## src/hdl/prd_regs.svh

```systemverilog
// constants of the parameter-read responder and diagnostic record
`ifndef PRD_REGS_SVH
`define PRD_REGS_SVH
// ----------------------------------------------------------------
// timing
// ----------------------------------------------------------------
`define PRD_CLK_PERIOD_NS 50
`define PRD_US_NS         1000
`define PRD_TICKS_PER_US  (`PRD_US_NS / `PRD_CLK_PERIOD_NS)
// ----------------------------------------------------------------
// telegram fields
// ----------------------------------------------------------------
`define PRD_TYPE_READ   3'h6
`define PRD_TYPE_CMD    3'h4
`define PRD_CMD_CLR     8'h03
`define PRD_IDX_STATUS  8'h29
`define PRD_LEN_STATUS  4'h4
`define PRD_LEN_PARAM   4'h0
`define PRD_COMM_OK     4'h0
`define PRD_COMMON_OK   8'h00
// ----------------------------------------------------------------
// diagnostic record layout and reset values
// ----------------------------------------------------------------
`define PRD_MODCLASS_RST  8'h15
`define PRD_CHKIND_RST    8'h71
`define PRD_DIAGBITS_RST  8'h08
`define PRD_CHCOUNT_RST   8'h03
`define PRD_POS_SUMMARY   0
`define PRD_POS_MODCLASS  1
`define PRD_POS_RSVD      2
`define PRD_POS_INTERNAL  3
`define PRD_POS_CHKIND    4
`define PRD_POS_DIAGBITS  5
`define PRD_POS_CHCOUNT   6
`define PRD_POS_CHMAP     7
`define PRD_POS_CH0       8
`define PRD_POS_STAMP     5'h10
`define PRD_REC_LEN       5'h14
`define PRD_REC_HEAD_LEN  5'h04
`define PRD_STAMP_LEN     5'h04
`define PRD_SET_FULL      16'h0001
`define PRD_SET_HEAD      16'h0000
`define PRD_OBJ_FULL      16'h2F01
`define PRD_OBJ_HEAD      16'h2F00
`define PRD_SX_FIRST      8'h02
`define PRD_SX_LAST_BYTE  8'h11
`define PRD_SX_STAMP      8'h13
`endif

```

## src/hdl/prd_pkg.sv

```systemverilog
// types of the parameter-read responder and diagnostic record
package prd_pkg;
  // ----------------------------------------------------------------
  // telegram carrier: b0 first, d[0] is user byte D00
  // ----------------------------------------------------------------
  typedef struct packed {
    logic [7:0]       b0;
    logic [7:0]       b1;
    logic [7:0]       b2;
    logic [7:0]       b3;
    logic [0:11][7:0] d;
  } prd_frame_t;

  // record access path
  typedef enum logic [1:0] {
    PRD_REC_SET = 2'h0,
    PRD_REC_OBJ = 2'h1,
    PRD_REC_SUB = 2'h2
  } prd_rec_kind_t;

  // decoded window into the record
  typedef struct packed {
    logic       ok;
    logic [4:0] start;
    logic [4:0] len;
  } prd_map_t;

  typedef enum logic [1:0] {
    PRD_IDLE  = 2'b01,
    PRD_FETCH = 2'b10
  } prd_fsm_t;

  // whole state of the responder
  typedef struct packed {
    prd_fsm_t   fsm;
    logic [38:0] s1;
    logic [38:0] s2;
    logic [38:0] s3;
    logic [38:0] filt;
    logic [31:0] status;
    logic [31:0] snap;
    logic [3:0]  last_tag;
    logic        tag_seen;
    logic [7:0]  param_idx;
    logic        resp_valid;
    prd_frame_t  resp;
    logic [2:0]  led;
    logic [31:0] stamp;
    logic        rec_ack;
    logic        rec_ok;
    logic [4:0]  rec_len;
    logic [159:0] rec_data;
  } prd_state_t;

  // whole state of the microsecond ticker
  typedef struct packed {
    logic [4:0]  div;
    logic        tick;
    logic [31:0] count;
  } prd_tick_state_t;
endpackage : prd_pkg

```

## src/hdl/prd_us_ticker.sv

```systemverilog
// free-running microsecond counter
`timescale 1ns/1ps
`include "prd_regs.svh"
module prd_us_ticker (
  // clock and reset
  input  wire logic        core_clk,
  input  wire logic        rst,
  // time base
  output logic [31:0]      us_count
);
  localparam logic [4:0] DIV_LAST = 5'(`PRD_TICKS_PER_US - 1);

  prd_pkg::prd_tick_state_t r;
  prd_pkg::prd_tick_state_t n;

  // ----------------------------------------------------------------
  // divider gives a one-cycle tick each microsecond
  // ----------------------------------------------------------------
  always_comb begin
    n = r;
    n.tick = (r.div == DIV_LAST);
    n.div = n.tick ? 5'h00 : 5'(r.div + 5'h01);
    if (r.tick) begin
      n.count = r.count + 32'h00000001; // wraps to zero at the top
    end
  end

  // state register, zero at power-up
  always_ff @(posedge core_clk or posedge rst) begin
    if (rst) begin
      r <= '0;
    end else begin
      r <= n;
    end
  end

  assign us_count = r.count;
endmodule : prd_us_ticker

```

## src/hdl/prd_param_diag.sv

```systemverilog
// parameter-read responder with diagnostic record
// Behaviour
// - read requests carry type 110 in bits 6..4
// - response echoes requested parameter index
// - length zero; dataset tag echoed, one-time read
// - common status and user data ignored
// - response byte 0: type 110, comm status
// - response: common status, parameter value bytes
// - index 41 returns sticky limit status bits
// - command 0x03 clears masked bits, echoes request
// - still-present conditions set bits again
// - no diagnostic interrupt, record only
// - errors drive channel indicator and record
// - record set 01h full, 00h first four
// - object 2F01h full, 2F00h first four
// - subindex fields under 5005h, 02h..11h and 13h
// - constant bits per channel and channel count
// - channel bytes 0..2, five reserved zeros
// - summary byte error flag layout
// - parametrization errors detected and recorded
// - free microsecond counter, wraps at 32 bits
// - diagnostic event captures microsecond timestamp
// - channel map bit n per channel error
// - channel byte bit 0 parametrization error
`timescale 1ns/1ps
`include "prd_regs.svh"
module prd_param_diag (
  // clock and reset
  input  wire logic                 core_clk,
  input  wire logic                 rst,
  // process image request
  input  wire logic                 req_valid,
  input  wire prd_pkg::prd_frame_t  req_frame,
  // process image response
  output logic                      resp_valid,
  output prd_pkg::prd_frame_t       resp_frame,
  // parameter store lookup
  output logic [7:0]                param_rd_index,
  input  wire logic [95:0]          param_rd_data,
  // condition pins
  input  wire logic [31:0]          limit_cond,
  input  wire logic                 module_fail,
  input  wire logic                 internal_err,
  input  wire logic                 external_err,
  input  wire logic                 aux_supply_missing,
  input  wire logic [2:0]           chan_param_err,
  // channel error indicators
  output logic [2:0]                chan_err_led,
  // diagnostic record access
  input  wire logic                 rec_req,
  input  wire prd_pkg::prd_rec_kind_t rec_kind,
  input  wire logic [15:0]          rec_key,
  output logic                      rec_ack,
  output logic                      rec_ok,
  output logic [4:0]                rec_len,
  output logic [159:0]              rec_data
);
  prd_pkg::prd_state_t r;
  prd_pkg::prd_state_t n;
  logic [19:0][7:0]    rec;
  logic [31:0]         us_count;
  logic [31:0]         clr_mask;
  logic [31:0]         stat_val;
  logic                fresh;
  logic [2:0]          chan_err;
  logic [6:0]          diag_rise;
  prd_pkg::prd_map_t   m;

  // ----------------------------------------------------------------
  // microsecond time base
  // ----------------------------------------------------------------
  prd_us_ticker u_ticker (
    .core_clk (core_clk),
    .rst      (rst),
    .us_count (us_count)
  );

  // ----------------------------------------------------------------
  // record window decode
  // ----------------------------------------------------------------
  function automatic prd_pkg::prd_map_t rec_map(
    input prd_pkg::prd_rec_kind_t kind,
    input logic [15:0]            key
  );
    prd_pkg::prd_map_t mp;
    mp = '0;
    case (kind)
      prd_pkg::PRD_REC_SET: begin
        if (key == `PRD_SET_FULL) begin
          mp = '{1'b1, 5'h00, `PRD_REC_LEN};
        end else if (key == `PRD_SET_HEAD) begin
          mp = '{1'b1, 5'h00, `PRD_REC_HEAD_LEN};
        end
      end
      prd_pkg::PRD_REC_OBJ: begin
        if (key == `PRD_OBJ_FULL) begin
          mp = '{1'b1, 5'h00, `PRD_REC_LEN};
        end else if (key == `PRD_OBJ_HEAD) begin
          mp = '{1'b1, 5'h00, `PRD_REC_HEAD_LEN};
        end
      end
      prd_pkg::PRD_REC_SUB: begin
        if (key[15:8] == 8'h00 && key[7:0] >= `PRD_SX_FIRST
            && key[7:0] <= `PRD_SX_LAST_BYTE) begin
          mp = '{1'b1, 5'(key[7:0] - `PRD_SX_FIRST), 5'h01};
        end else if (key == {8'h00, `PRD_SX_STAMP}) begin
          mp = '{1'b1, `PRD_POS_STAMP, `PRD_STAMP_LEN};
        end
      end
      default: begin
        mp = '0;
      end
    endcase
    return mp;
  endfunction : rec_map

  // ----------------------------------------------------------------
  // diagnostic record contents, byte 0 first
  // ----------------------------------------------------------------
  assign chan_err = r.filt[38:36];
  // summary: fail, internal, external, channel, aux, param at bit 7
  assign rec[`PRD_POS_SUMMARY] = {|chan_err, 2'b00, r.filt[35],
                                  |chan_err, r.filt[34:32]};
  assign rec[`PRD_POS_MODCLASS] = `PRD_MODCLASS_RST;
  assign rec[`PRD_POS_RSVD]     = 8'h00;
  assign rec[`PRD_POS_INTERNAL] = 8'h00;
  assign rec[`PRD_POS_CHKIND]   = `PRD_CHKIND_RST;
  assign rec[`PRD_POS_DIAGBITS] = `PRD_DIAGBITS_RST;
  assign rec[`PRD_POS_CHCOUNT]  = `PRD_CHCOUNT_RST;
  assign rec[`PRD_POS_CHMAP]    = {5'h00, chan_err};

  // per-channel error bytes then the reserved ones
  genvar gi;
  generate
    for (gi = 0; gi < 8; gi++) begin : g_chan
      if (gi < 3) begin : g_live
        assign rec[`PRD_POS_CH0 + gi] = {7'h00, chan_err[gi]};
      end else begin : g_rsvd
        assign rec[`PRD_POS_CH0 + gi] = 8'h00;
      end
    end
    for (gi = 0; gi < 4; gi++) begin : g_stamp
      assign rec[16 + gi] = r.stamp[gi*8 +: 8];
    end
  endgenerate

  // ----------------------------------------------------------------
  // next state
  // ----------------------------------------------------------------
  always_comb begin
    n = r;
    clr_mask = 32'h00000000;
    stat_val = r.snap;
    fresh = 1'b0;
    m = '0;
    n.resp_valid = 1'b0;
    n.rec_ack = 1'b0;
    // three-stage pin sync, a change counts once stages 2 and 3 agree
    n.s1 = {chan_param_err, aux_supply_missing, external_err,
            internal_err, module_fail, limit_cond};
    n.s2 = r.s1;
    n.s3 = r.s2;
    n.filt = (r.s3 & ~(r.s2 ^ r.s3)) | (r.filt & (r.s2 ^ r.s3));
    // telegram decode
    case (r.fsm)
      prd_pkg::PRD_IDLE: begin
        // only bits 6..4 of byte 0 select the type; byte 3 and data unread
        if (req_valid && req_frame.b0[6:4] == `PRD_TYPE_READ) begin
          n.resp.b0 = {1'b0, `PRD_TYPE_READ, `PRD_COMM_OK};
          n.resp.b1 = req_frame.b1;
          n.resp.b3 = `PRD_COMMON_OK;
          if (req_frame.b1 == `PRD_IDX_STATUS) begin
            // a new dataset tag takes a fresh copy, a repeated one re-reads it
            fresh = !r.tag_seen || (req_frame.b2[3:0] != r.last_tag);
            stat_val = fresh ? r.status : r.snap;
            n.snap = stat_val;
            n.tag_seen = 1'b1;
            n.last_tag = req_frame.b2[3:0];
            n.resp.b2 = {`PRD_LEN_STATUS, req_frame.b2[3:0]};
            n.resp.d = {stat_val, 64'h0};
            n.resp_valid = 1'b1;
          end else begin
            n.param_idx = req_frame.b1;
            n.resp.b2 = {`PRD_LEN_PARAM, req_frame.b2[3:0]};
            n.fsm = prd_pkg::PRD_FETCH;
          end
        end else if (req_valid && req_frame.b0[6:4] == `PRD_TYPE_CMD) begin
          n.resp = req_frame;
          n.resp.b3 = `PRD_COMMON_OK;
          n.resp_valid = 1'b1;
          if (req_frame.b1 == `PRD_CMD_CLR) begin
            clr_mask = {req_frame.d[0], req_frame.d[1],
                        req_frame.d[2], req_frame.d[3]};
          end
        end
      end
      prd_pkg::PRD_FETCH: begin
        n.resp.d = param_rd_data;
        n.resp_valid = 1'b1;
        n.fsm = prd_pkg::PRD_IDLE;
      end
      default: begin
        n.fsm = prd_pkg::PRD_IDLE;
      end
    endcase
    // sticky limit bits: a present condition beats the clear
    n.status = (r.status & ~clr_mask) | r.filt[31:0];
    // indicators follow channel errors
    n.led = chan_err;
    // timestamp any newly raised diagnostic condition
    diag_rise = n.filt[38:32] & ~r.filt[38:32];
    if (|diag_rise) begin
      n.stamp = us_count;
    end
    // record reads answer in the next cycle
    if (rec_req) begin
      m = rec_map(rec_kind, rec_key);
      n.rec_ack = 1'b1;
      n.rec_ok = m.ok;
      n.rec_len = m.ok ? m.len : 5'h00;
      n.rec_data = '0;
      for (int i = 0; i < 20; i++) begin
        if (m.ok && 5'(i) < m.len) begin
          n.rec_data[i*8 +: 8] = rec[5'(m.start + 5'(i))];
        end
      end
    end
  end

  // state register
  always_ff @(posedge core_clk or posedge rst) begin
    if (rst) begin
      r <= '0;
      r.fsm <= prd_pkg::PRD_IDLE;
    end else begin
      r <= n;
    end
  end

  // ----------------------------------------------------------------
  // outputs, all from flip-flops; no interrupt output exists
  // ----------------------------------------------------------------
  assign resp_valid     = r.resp_valid;
  assign resp_frame     = r.resp;
  assign param_rd_index = r.param_idx;
  assign chan_err_led   = r.led;
  assign rec_ack        = r.rec_ack;
  assign rec_ok         = r.rec_ok;
  assign rec_len        = r.rec_len;
  assign rec_data       = r.rec_data;
endmodule : prd_param_diag

```

## config.mk

```make
export PLATFORM = sky130hd
export DESIGN_NAME = prd_param_diag
export DESIGN_NICKNAME = d
export VERILOG_FILES = /design/src/hdl/prd_pkg.sv /design/src/hdl/prd_us_ticker.sv /design/src/hdl/prd_param_diag.sv
export VERILOG_INCLUDE_DIRS = /design/src /design/src/hdl
export SDC_FILE = /design/constraint.sdc
export NUM_CORES = 1
export LEC_CHECK = 0
export BUFFER_PORTS_ARGS = -buffer_cell sky130_fd_sc_hd__buf_2
export CAP_MARGIN = 20
export CELL_PAD_IN_SITES_DETAIL_PLACEMENT = 0
export CELL_PAD_IN_SITES_GLOBAL_PLACEMENT = 2
export CORE_MARGIN = 3
export CORE_UTILIZATION = 35
export DETAILED_ROUTE_END_ITERATION = 10
export GPL_TIMING_DRIVEN = 0
export HOLD_SLACK_MARGIN = 0.02
export PLACE_DENSITY = 0.9
export SLEW_MARGIN = 20
export SYNTH_ARGS = -nofsm -noshare
export SYNTH_HDL_FRONTEND = slang
export SYNTH_SLANG_ARGS = --single-unit
export TNS_END_PERCENT = 100
```

## constraint.sdc

```tcl
create_clock -name core_clk -period 20.2 [get_ports core_clk]
set_clock_uncertainty 0.05 [all_clocks]
set_input_delay 2.02 -clock core_clk [delete_from_list [all_inputs] [get_ports core_clk]]
set_output_delay 2.02 -clock core_clk [all_outputs]
set_load 0.01 [all_outputs]
```

Yosys cells after proc, flatten, opt, wreduce, memory -nomap -nowiden

Index checks and enable logic that the tools add are counted.

$add $sub $neg: 22
$mul: 0
Div/mod/pow operators: 0
Order comparisons: 42
Equal/unequal tests: 18
Shift operators: 0
Mux-type cells: 86
Bitwise gates (word level): 11
Reductions and logical operators: 38

Operators with widths:

| cell                                                                 | count |
|---|---|
| 8-bit binary-select mux with 5-bit select                            | 20 |
| 8-bit two-way mux                                                    | 40 |
| 129-bit two-way mux                                                  | 2 |
| 96-bit case mux with 2 select lines                                  | 1 |
| 167-bit two-way mux                                                  | 1 |
| 32-bit two-way mux                                                   | 5 |
| 5-bit by 6-bit < comparator with 1-bit output, second input constant | 20 |
| 96-bit two-way mux                                                   | 1 |
| 39-bit AND                                                           | 2 |
| 11-bit two-way mux                                                   | 7 |
| 5-bit by 4-bit adder with 5-bit output, second input constant        | 8 |
| 4-bit by 5-bit < comparator with 1-bit output, first input constant  | 8 |
| 39-bit inverter                                                      | 1 |
| 39-bit bitwise OR                                                    | 1 |
| 39-bit XOR                                                           | 1 |
| 11-bit case mux with 3 select lines                                  | 1 |
| 32-bit by 1-bit adder with 32-bit output, second input constant      | 1 |
| 32-bit AND                                                           | 1 |
| 16-bit by 14-bit == test with 1-bit output, second input constant    | 2 |
| 32-bit inverter                                                      | 1 |
| 32-bit bitwise OR                                                    | 1 |
| 1-bit logical AND                                                    | 24 |
| 5-bit by 3-bit adder with 5-bit output, second input constant        | 4 |
| 5-bit adder, second input constant                                   | 4 |
| 38 further kinds                                                     | 60 |

Register bits after elaboration: 604
Bits in latches: 0
Bits in writable memories: 0
Bits in read-only memories: 0
Logic and storage cells: 253
Memories kept: 0

Logic depth before layout (Yosys ltp)

Gate-level depths: netlist (run 1).

Depth after elaboration: 11
Mapped depth: 15

Modules after synthesis

From an unflattened synthesis (run 1), not the netlist that was laid out.

Cell total of the unflattened synthesis: 2667
Area total of the unflattened synthesis: 28652.5 µm²

Modules (own cells, without submodules):

| module         | times used | cells an instance | area an instance (µm²) | seq. area each (µm²) |
|---|---|---|---|---|
| prd_param_diag | 1          | 2480              | 26666.8                | 13914.6 |
| prd_us_ticker  | 1          | 187               | 1985.7                 | 950.9 |

Worst setup path before layout (run 1)

No wires, ideal clock.

Path kind: input-to-reg
Start: input rec_key[9]
End: register r, in the netlist rec_data[90]
Arrival time: 5.075 ns
Required time: 20.072 ns
Path slack: 14.997 ns
Cell stages on the path: 14
Path buffers: 6
Cell sequence: nor4_2 > and2_1 > buf_4 > buf_4 > nand4_2 > clkbuf_1 > ha_1 > clkbuf_1 > clkbuf_1 > clkbuf_1 > o21ai_0 > mux2i_1 > a22oi_1 > o2bb2ai_1

Word-level cells in the longest chain between the ends: 10

RTL lines:

| what                                                                                              | RTL line              | source |
|---|---|---|
| start: declaration                                                                                | prd_param_diag.sv:52  | `input wire logic [15:0] rec_key,` |
| parallel branches: the longest is 4 deep, another holds 16-bit by 5-bit == test with 1-bit output | -                     |  |
| 11-bit case mux with 3 select lines *                                                             | prd_param_diag.sv:87  | `case (kind)` |
| 11-bit two-way mux *                                                                              | prd_param_diag.sv:216 | `if (rec_req) begin` |
| 5-bit by 4-bit adder with 5-bit output                                                            | prd_param_diag.sv:224 | `n.rec_data[i*8 +: 8] = rec[5'(m.start + 5'(i))];` |
| 8-bit binary-select mux with 5-bit select                                                         | prd_param_diag.sv:224 |  |
| 8-bit two-way mux (not written as such)                                                           | prd_param_diag.sv:224 |  |
| 8-bit two-way mux *                                                                               | prd_param_diag.sv:223 | `if (m.ok && 5'(i) < m.len) begin` |
| end signal: assignment                                                                            | prd_param_diag.sv:236 | `r <= n;` |
| end: declaration                                                                                  | prd_param_diag.sv:58  | `prd_pkg::prd_state_t r;` |

Every way passes the cells marked *. The select of a mux whose other input is x is not followed.
A chain may end at the register's enable or synchronous reset.

Worst setup path after layout (run 1)

Start: input rec_key[8]
End: register r, in the netlist rec_data[90]

Same word-level chain as after synthesis.

==> impl_metrics.yaml, run 1 <==
outcome:
  status: "completed"
cts:
  cts_resized: 0
  cts.sinks: 594
  clock-root-buffer: "clkbuf_16"
  htree_levels: 3
  clk_pin_slew_worst_paths_ps: 60
  clk_latency_ps: 620
  cts_tree: "built"
  clk_path_buf_depth: 3
  numCtsBuffers: 67
  post-cts-setup-buffers: 0
  holdBufCountCts: 0
worst_setup_path:
  slowest_delay_ps: 520
  path_cells: "buf_2, nor3b_1, and2_1, buf_4, buf_4, nand4_2, clkbuf_1, ha_1, clkbuf_1, clkbuf_1, clkbuf_1, o21ai_0, mux2i_1, a22oi_1, o2bb2ai_1"
  crit_path_max_fanout: 15
  cp.arrival_ps: 6660
  reg2reg_depth: 9
  r2r-start: "r[564]"
  crit_top_cell: "clkbuf_1"
  crit_path_end_kind: "flop"
  crit_path_start_kind: "primary input"
  crit_required_ps: 20690
  rrSetupSlack_ps: 16600
  slowest_stage: "clkbuf_1"
  crit_type: "in2reg"
  reg2reg_to: "resp_frame[75]"
grt:
  gr-total-overflow: 0
  top_usage_layer: "met2"
  antenna_found_initial: 23
  grt_max_degree: 104
  use_met2: 0.425
  grtUsageMet3: 0.0560
  grt_pass1_vias: 22400
  grt_util_met1: 0.292
  grt_use_total: 0.245
  grt_pass1_wl_mm: 154
yosys:
  ys_warn_count: 0
  seq_area_frac_synth: 0.525
  synth_enable_flop_cells: 0
  ys_async_sr_fraction: 1.00
  synth.distinct_cells: 85
  synthFlopType: "dfrtp_1"
  avgSynthCellArea_um2: 10.9
  syn-cell-area_mm2: 0.0283
  ys_ff_latch: 594
  synth_cells: 2606
routing:
  wl_per_cell_um: 24.2
  drc: 0
  dr.pass1.iters: 5
  wirelength_mm: 106
  routed_via_density: 5.18
  ant_nets: 0
  drt_iter0_drc: 1672
  dr_total_vias: 22700
sta:
  slew_headroom: 0.259
  rsz0062_at_grt: "false"
  fin_ws_ps: 14030
  hold_viol: 0
  setup-violations-final: 0
  max_freq_mhz: 162
  min_period_ps: 6170
  drv_slew: 0
  post-route-period-util: 0.305
  worstMarginPinSlew_ps: 1100
power:
  pwr_density_cell_mw_per_mm2: 96.5
  peakVddDrop_mv: 0.0555
  power_leakage_nw: 16.8
hold_path:
  min_delay_worst_endpoint: "n[484]"
  hold-path-cell-count: 0
  worstHoldStart: "n[523]"
  worstHoldPathType: "reg2reg"
layout:
  layout.cells.most_common_list: "593 x dfrtp_1, 583 x buf_2, 310 x buf_4, 216 x a21oi_1, 160 x nand2_1"
  drive_gt1_frac: 0.347
  nNetsFinal: 3571
  fin_area_mm2: 0.0349
  area_growth_pct: 23.1
  layout_commonest_cell: "dfrtp_1"
job:
  drv_cap: 0
place:
  post-place-ws_ps: 13550
  portBuffers: 573
  dp_hpwl_mm: 82.9
  place.gp.congestion: 0.964
  placed_cell_area_mm2: 0.0327
die:
  rows: 103
  die_area_mm2: 0.0844
  die_w_um: 291
  coreArea_mm2: 0.0796
  start_util: 0.356
  io_pins: 592
  die_h_um: 291
worst max-delay path, delay by kind of cell:
| kind | cells | cell delay, ps |
|---|---|---|
| simple gates | 3 | 920 |
| buf+inv | 7 | 2260 |
| compound gates | 3 | 540 |
| mux | 1 | 460 |
| fa+ha+maj | 1 | 440 |
registers in the layout, indices dropped and copies added, names as in the netlist:
| signal | flops |
|---|---|
| r | 178 |
| rec_data | 160 |
| resp_frame | 120 |
| n | 78 |
| u_ticker.us_count | 32 |
| param_rd_index | 8 |
| u_ticker.r | 6 |
| chan_err | 3 |
| chan_err_led | 3 |
| rec_len | 3 |
| rec_ack | 1 |
| rec_ok | 1 |
| resp_valid | 1 |
metrics by stage:
stage / std cells / total power [mW] / util / TNS [ps] / hold slack (ps)
finish: 4373 / 3.37 / 0.438 / 0 / 294
global route: 4369 / 3.52 / 0.438 / 0 / 299
CTS: 4364 / 3.41 / 0.438 / 0 / 296
detailed placement: 4244 / 2.20 / 0.411 / 0 / 285
global placement: 4238 / 2.19 / 0.409 / -2992140 / 283
floorplan: 2615 / 1.88 / - / 0 / 281
synth_stat cells (8+ instances only):
cell type | instances | area (µm²)
o21ai_0 | 72 | 360
maj3_1 | 32 | 320
nand2_1 | 160 | 601
nand3_1 | 73 | 365
o2bb2ai_1 | 56 | 490
and3_1 | 74 | 463
and2_1 | 20 | 125
clkbuf_1 | 121 | 454
a21o_1 | 38 | 285
o211ai_1 | 42 | 315
a22oi_1 | 8 | 60.1
mux2i_1 | 66 | 661
nand2b_1 | 8 | 50.1
buf_2 | 10 | 50.1
xor2_1 | 10 | 87.6
a221o_1 | 12 | 120
nor2b_1 | 41 | 257
o21ai_1 | 15 | 75.1
a21oi_1 | 216 | 1080
nor3_1 | 25 | 125
xnor2_1 | 42 | 368
dfrtp_1 | 593 | 14800
a22o_1 | 21 | 184
a31oi_1 | 20 | 125
xnor2_2 | 9 | 146
ha_1 | 23 | 288
nor2_1 | 155 | 582
mux2_2 | 82 | 923
inv_1 | 48 | 180
mux4_2 | 19 | 428
o221ai_1 | 16 | 140
buf_4 | 310 | 2330
nand4_1 | 32 | 200
kinds of logic after synthesis:
| group | after synthesis | synth area share |
|---|---|---|
| and+or+nand+nor | 631 | 0.113 |
| DFF | 594 | 0.525 |
| AOI/OAI and AO/OA | 584 | 0.134 |
| buffers and inverters | 503 | 0.110 |
| muxes | 175 | 0.0743 |
| xor gates and xnor gates | 63 | 0.0224 |
| adders and majority gates | 55 | 0.0215 |
| other | 1 | 0.000132 |
layout make-up:
cell class / count / area, µm²
Clock inverter: 29 / 253
Buffer: 452 / 2920
Sequential cell: 594 / 14900
Antenna cell: 9 / 22.5
Fill cell: 7793 / 44800
Tap cell: 1050 / 1310
Multi-Input combinational cell: 1518 / 10400
Timing Repair Buffer: 579 / 3030
Clock buffer: 91 / 1890
Inverter: 51 / 199
how the worst max path moves through the flow:
| stage | from | end | slack (ps) | depth (start not counted) |
|---|---|---|---|---|
| 2_1_floorplan | rst | chan_err[0] | 1510 | 1 |
| 3_3_place_gp | rst | u_ticker.us_count[11] | -5140 | 2 |
| 3_5_place_dp | rec_key[9] | rec_data[90] | 13550 | 15 |
| 4_1_cts | rec_key[9] | rec_data[90] | 14200 | 15 |
| 5_1_grt | rec_key[8] | rec_data[90] | 13750 | 15 |
| 6_report | rec_key[8] | rec_data[90] | 14030 | 15 |
metal layers:
layer | up-vias | share of wire
met3 | 227 | 0.068
met2 | 898 | 0.49
met1 | 11300 | 0.39
met5 | - | 0.00029
li1 | 10200 | -
met4 | 4 | 0.047
power by group:
| group | switching (mW) | internal (mW) |
|---|---|---|
| combinational | 0.389 | 0.356 |
| clock | 0.529 | 0.667 |
| sequential | 0.0879 | 1.34 |
(Power assumes the default switching activity.)
==> run 2: changes to the inputs <==
--- a/config.mk
+++ b/config.mk
@@ -6,16 +6,17 @@
 export SDC_FILE = /design/constraint.sdc
 export NUM_CORES = 1
 export LEC_CHECK = 0
+export ABC_AREA = 1
 export BUFFER_PORTS_ARGS = -buffer_cell sky130_fd_sc_hd__buf_2
 export CAP_MARGIN = 20
 export CELL_PAD_IN_SITES_DETAIL_PLACEMENT = 0
 export CELL_PAD_IN_SITES_GLOBAL_PLACEMENT = 2
 export CORE_MARGIN = 3
-export CORE_UTILIZATION = 35
+export CORE_UTILIZATION = 30
 export DETAILED_ROUTE_END_ITERATION = 10
 export GPL_TIMING_DRIVEN = 0
 export HOLD_SLACK_MARGIN = 0.02
-export PLACE_DENSITY = 0.9
+export PLACE_DENSITY = 0.88
 export SLEW_MARGIN = 20
 export SYNTH_ARGS = -nofsm -noshare
 export SYNTH_HDL_FRONTEND = slang
==> constraint.sdc (replaced) <==
create_clock -name core_clk -period 5.3 [get_ports core_clk]
set_clock_uncertainty 0.05 [all_clocks]
set_input_delay 0.53 -clock core_clk [delete_from_list [all_inputs] [get_ports core_clk]]
set_output_delay 0.53 -clock core_clk [all_outputs]
set_load 0.01 [all_outputs]
==> run 2 against run 1 <==
Effect of this change: critical path depth rose by 2; worst setup slack got worse by 13000 ps; largest power group unchanged; die area rose by 20%; register-to-register slack got worse by 15000 ps; global-route usage fell by 1.5 points; clock power rose to 4.3 times the previous value; via count rose by 16%; power rose to 4.0 times the previous value; synthesized area rose by 3.2%; first-iteration DRC count rose by 23%.
==> impl_metrics.yaml, run 2 <==
yosys:
  ys_ff_latch: 594
  synth.distinct_cells: 64
  avgSynthCellArea_um2: 8.48
  seq_area_frac_synth: 0.508
  ys_warn_count: 0
  synth_cells: 3449
  synth_commonest_cells: "1,016 x nand2_1, 593 x dfrtp_1, 308 x buf_4"
  synth_enable_flop_cells: 0
  syn-cell-area_mm2: 0.0292
  netlist.area_leader.share: 0.508
  yosysMostFrequentCell: "nand2_1"
  synthTopCellsByArea: "dfrtp_1 51%, nand2_1 13%, buf_4 7.9%"
  ys_async_sr_fraction: 1.00
  synthFlopType: "dfrtp_1"
  synth_top_area_cell: "dfrtp_1"
layout:
  layout.cells.most_common_list: "1,016 x nand2_1, 603 x buf_2, 593 x dfrtp_1, 308 x buf_4, 270 x nand3_1"
  final_cells: 5509
  drive_gt1_frac: 0.270
  area_growth_pct: 27.1
  regMostFlops: "r"
  nNetsFinal: 4480
  largest_register_ffs: 178
  layout_commonest_cell: "nand2_1"
grt:
  grt_pass1_wl_mm: 175
  gr-total-overflow: 0
  antenna_found_initial: 28
  grt_use_total: 0.230
  grt_pass1_vias: 26200
  grt_max_degree: 34
power:
  power_leakage_nw: 19.2
  peakVddDrop_mv: 0.204
  totalPowerFinal_mw: 13.6
  pwr_density_cell_mw_per_mm2: 366
worst_setup_path:
  crit_type: "in2reg"
  crit_path_end_kind: "flop"
  crit_required_ps: 5820
  crit_path_max_fanout: 12
  cp.arrival_ps: 4300
  crit_path_start_kind: "primary input"
place:
  dp_cells: 5316
  place.gp.congestion: 0.928
  portBuffers: 572
  dp_hpwl_mm: 94.4
cts:
  numCtsBuffers: 71
  htree_levels: 3
  cts_tree: "built"
  clock-root-buffer: "clkbuf_16"
  cts.sinks: 594
  clk_path_buf_depth: 3
  clk_latency_ps: 640
  clk_pin_slew_worst_paths_ps: 60
  post-cts-setup-buffers: 0
  holdBufCountCts: 48
  cts_resized: 0
sta:
  post-route-period-util: 0.712
  rsz0062_at_grt: "false"
  hold_viol: 0
  worstMarginPinSlew_ps: 1170
  drv_slew: 0
  min_period_ps: 3770
  slew_headroom: 0.218
  max_freq_mhz: 265
  setup-violations-final: 0
routing:
  routed_via_density: 4.75
  wirelength_mm: 119
  dr_total_vias: 26200
  drt_iter0_drc: 2057
  wl_per_cell_um: 21.5
  drc: 0
  dr.pass1.iters: 5
  ant_nets: 0
die:
  rows: 113
  die_area_mm2: 0.101
  io_pins: 592
  die_w_um: 318
  start_util: 0.305
  coreArea_mm2: 0.0959
  die_h_um: 318
job:
  drv_cap: 0
hold_path:
  worstHoldPathType: "in2reg"
outcome:
  status: "completed"
==> run 2: metrics by stage <==
| step | cell area [µm²] | setup WS [ps] | util | setup TNS (ps) | hold WS [ps] |
|---|---|---|---|---|---|
| 4_1_cts | 37100 | 1590 | 0.387 | 0 | 26.1 |
| 3_5_place_dp | 34200 | 919 | 0.356 | 0 | 285 |
| 3_3_place_gp | 33700 | -7290 | 0.352 | -4245000 | 284 |
| 6_report | 37200 | 1530 | 0.388 | 0 | 75.9 |
| 5_1_grt | 37100 | 1190 | 0.388 | 0 | 52.5 |
| 2_1_floorplan | 29300 | -3380 | - | -2004540 | 281 |
==> run 2: worst paths after layout <==
check | start | endpoint | slack (ps) | cells past startpoint
max | rec_key[13] | rec_data[153] | 1530 | 17
min | param_rd_data[78] | resp_frame[78] | 80 | 3
max reg2reg | r[564] | resp_frame[31] | 2060 | 9
min reg2reg | n[509] | n[470] | 270 | 0
max in group asynchronous | rst | resp_frame[32] | 3080 | 9
min in group asynchronous | rst | rec_data[97] | 430 | 3
==> run 2: cell families (layout without fill, tap and decap cells) <==
kind of cell | count (synthesis) | count (layout) | synth area share
simple gates | 1612 | 1612 | 0.233
buf+inv | 686 | 1456 | 0.131
flops | 594 | 594 | 0.508
compound gates | 458 | 458 | 0.0912
fa+ha+maj | 59 | 59 | 0.0222
xor+xnor | 37 | 37 | 0.0131
mux | 2 | 2 | 0.000728
other cells | 1 | 26 | 0.000128
==> run 2: area by class of cell <==
cell class / count / area (µm²)
Antenna cell: 16 / 40.0
Buffer: 453 / 2950
Clock buffer: 91 / 1950
Clock inverter: 38 / 531
Fill cell: 10000 / 58700
Inverter: 233 / 887
Multi-Input combinational cell: 2178 / 10600
Sequential cell: 594 / 14900
Tap cell: 1265 / 1580
Timing Repair Buffer: 641 / 3790
==> run 2: where the power goes <==
part / switching (mW) / total (mW) / internal (mW)
Clock: 2.13 / 5.17 / 3.05
Sequential: 0.372 / 5.48 / 5.11
Combinational: 1.58 / 2.95 / 1.38
==> run 2: worst max-delay path: stages <==
cell	delay [ps]
buf_2	110
nor2_1	100
nand2_1	150
nor2_2	220
nand2_2	140
nor2_8	220
nand2_4	110
clkbuf_1	350
ha_1	440
clkbuf_1	410
clkbuf_1	520
nand3_1	140
nand2_1	270
nand2_1	170
o21ai_1	150
nand3_1	130
nand2_1	110
==> run 2: layer usage <==
layer / track usage / part of all wire / wire, µm
met1: 0.278 / 0.40 / 47100
met2: 0.400 / 0.50 / 59200
met3: 0.0472 / 0.066 / 7870
met4: 0.0886 / 0.038 / 4540
met5: 0 / 0.00033 / 39
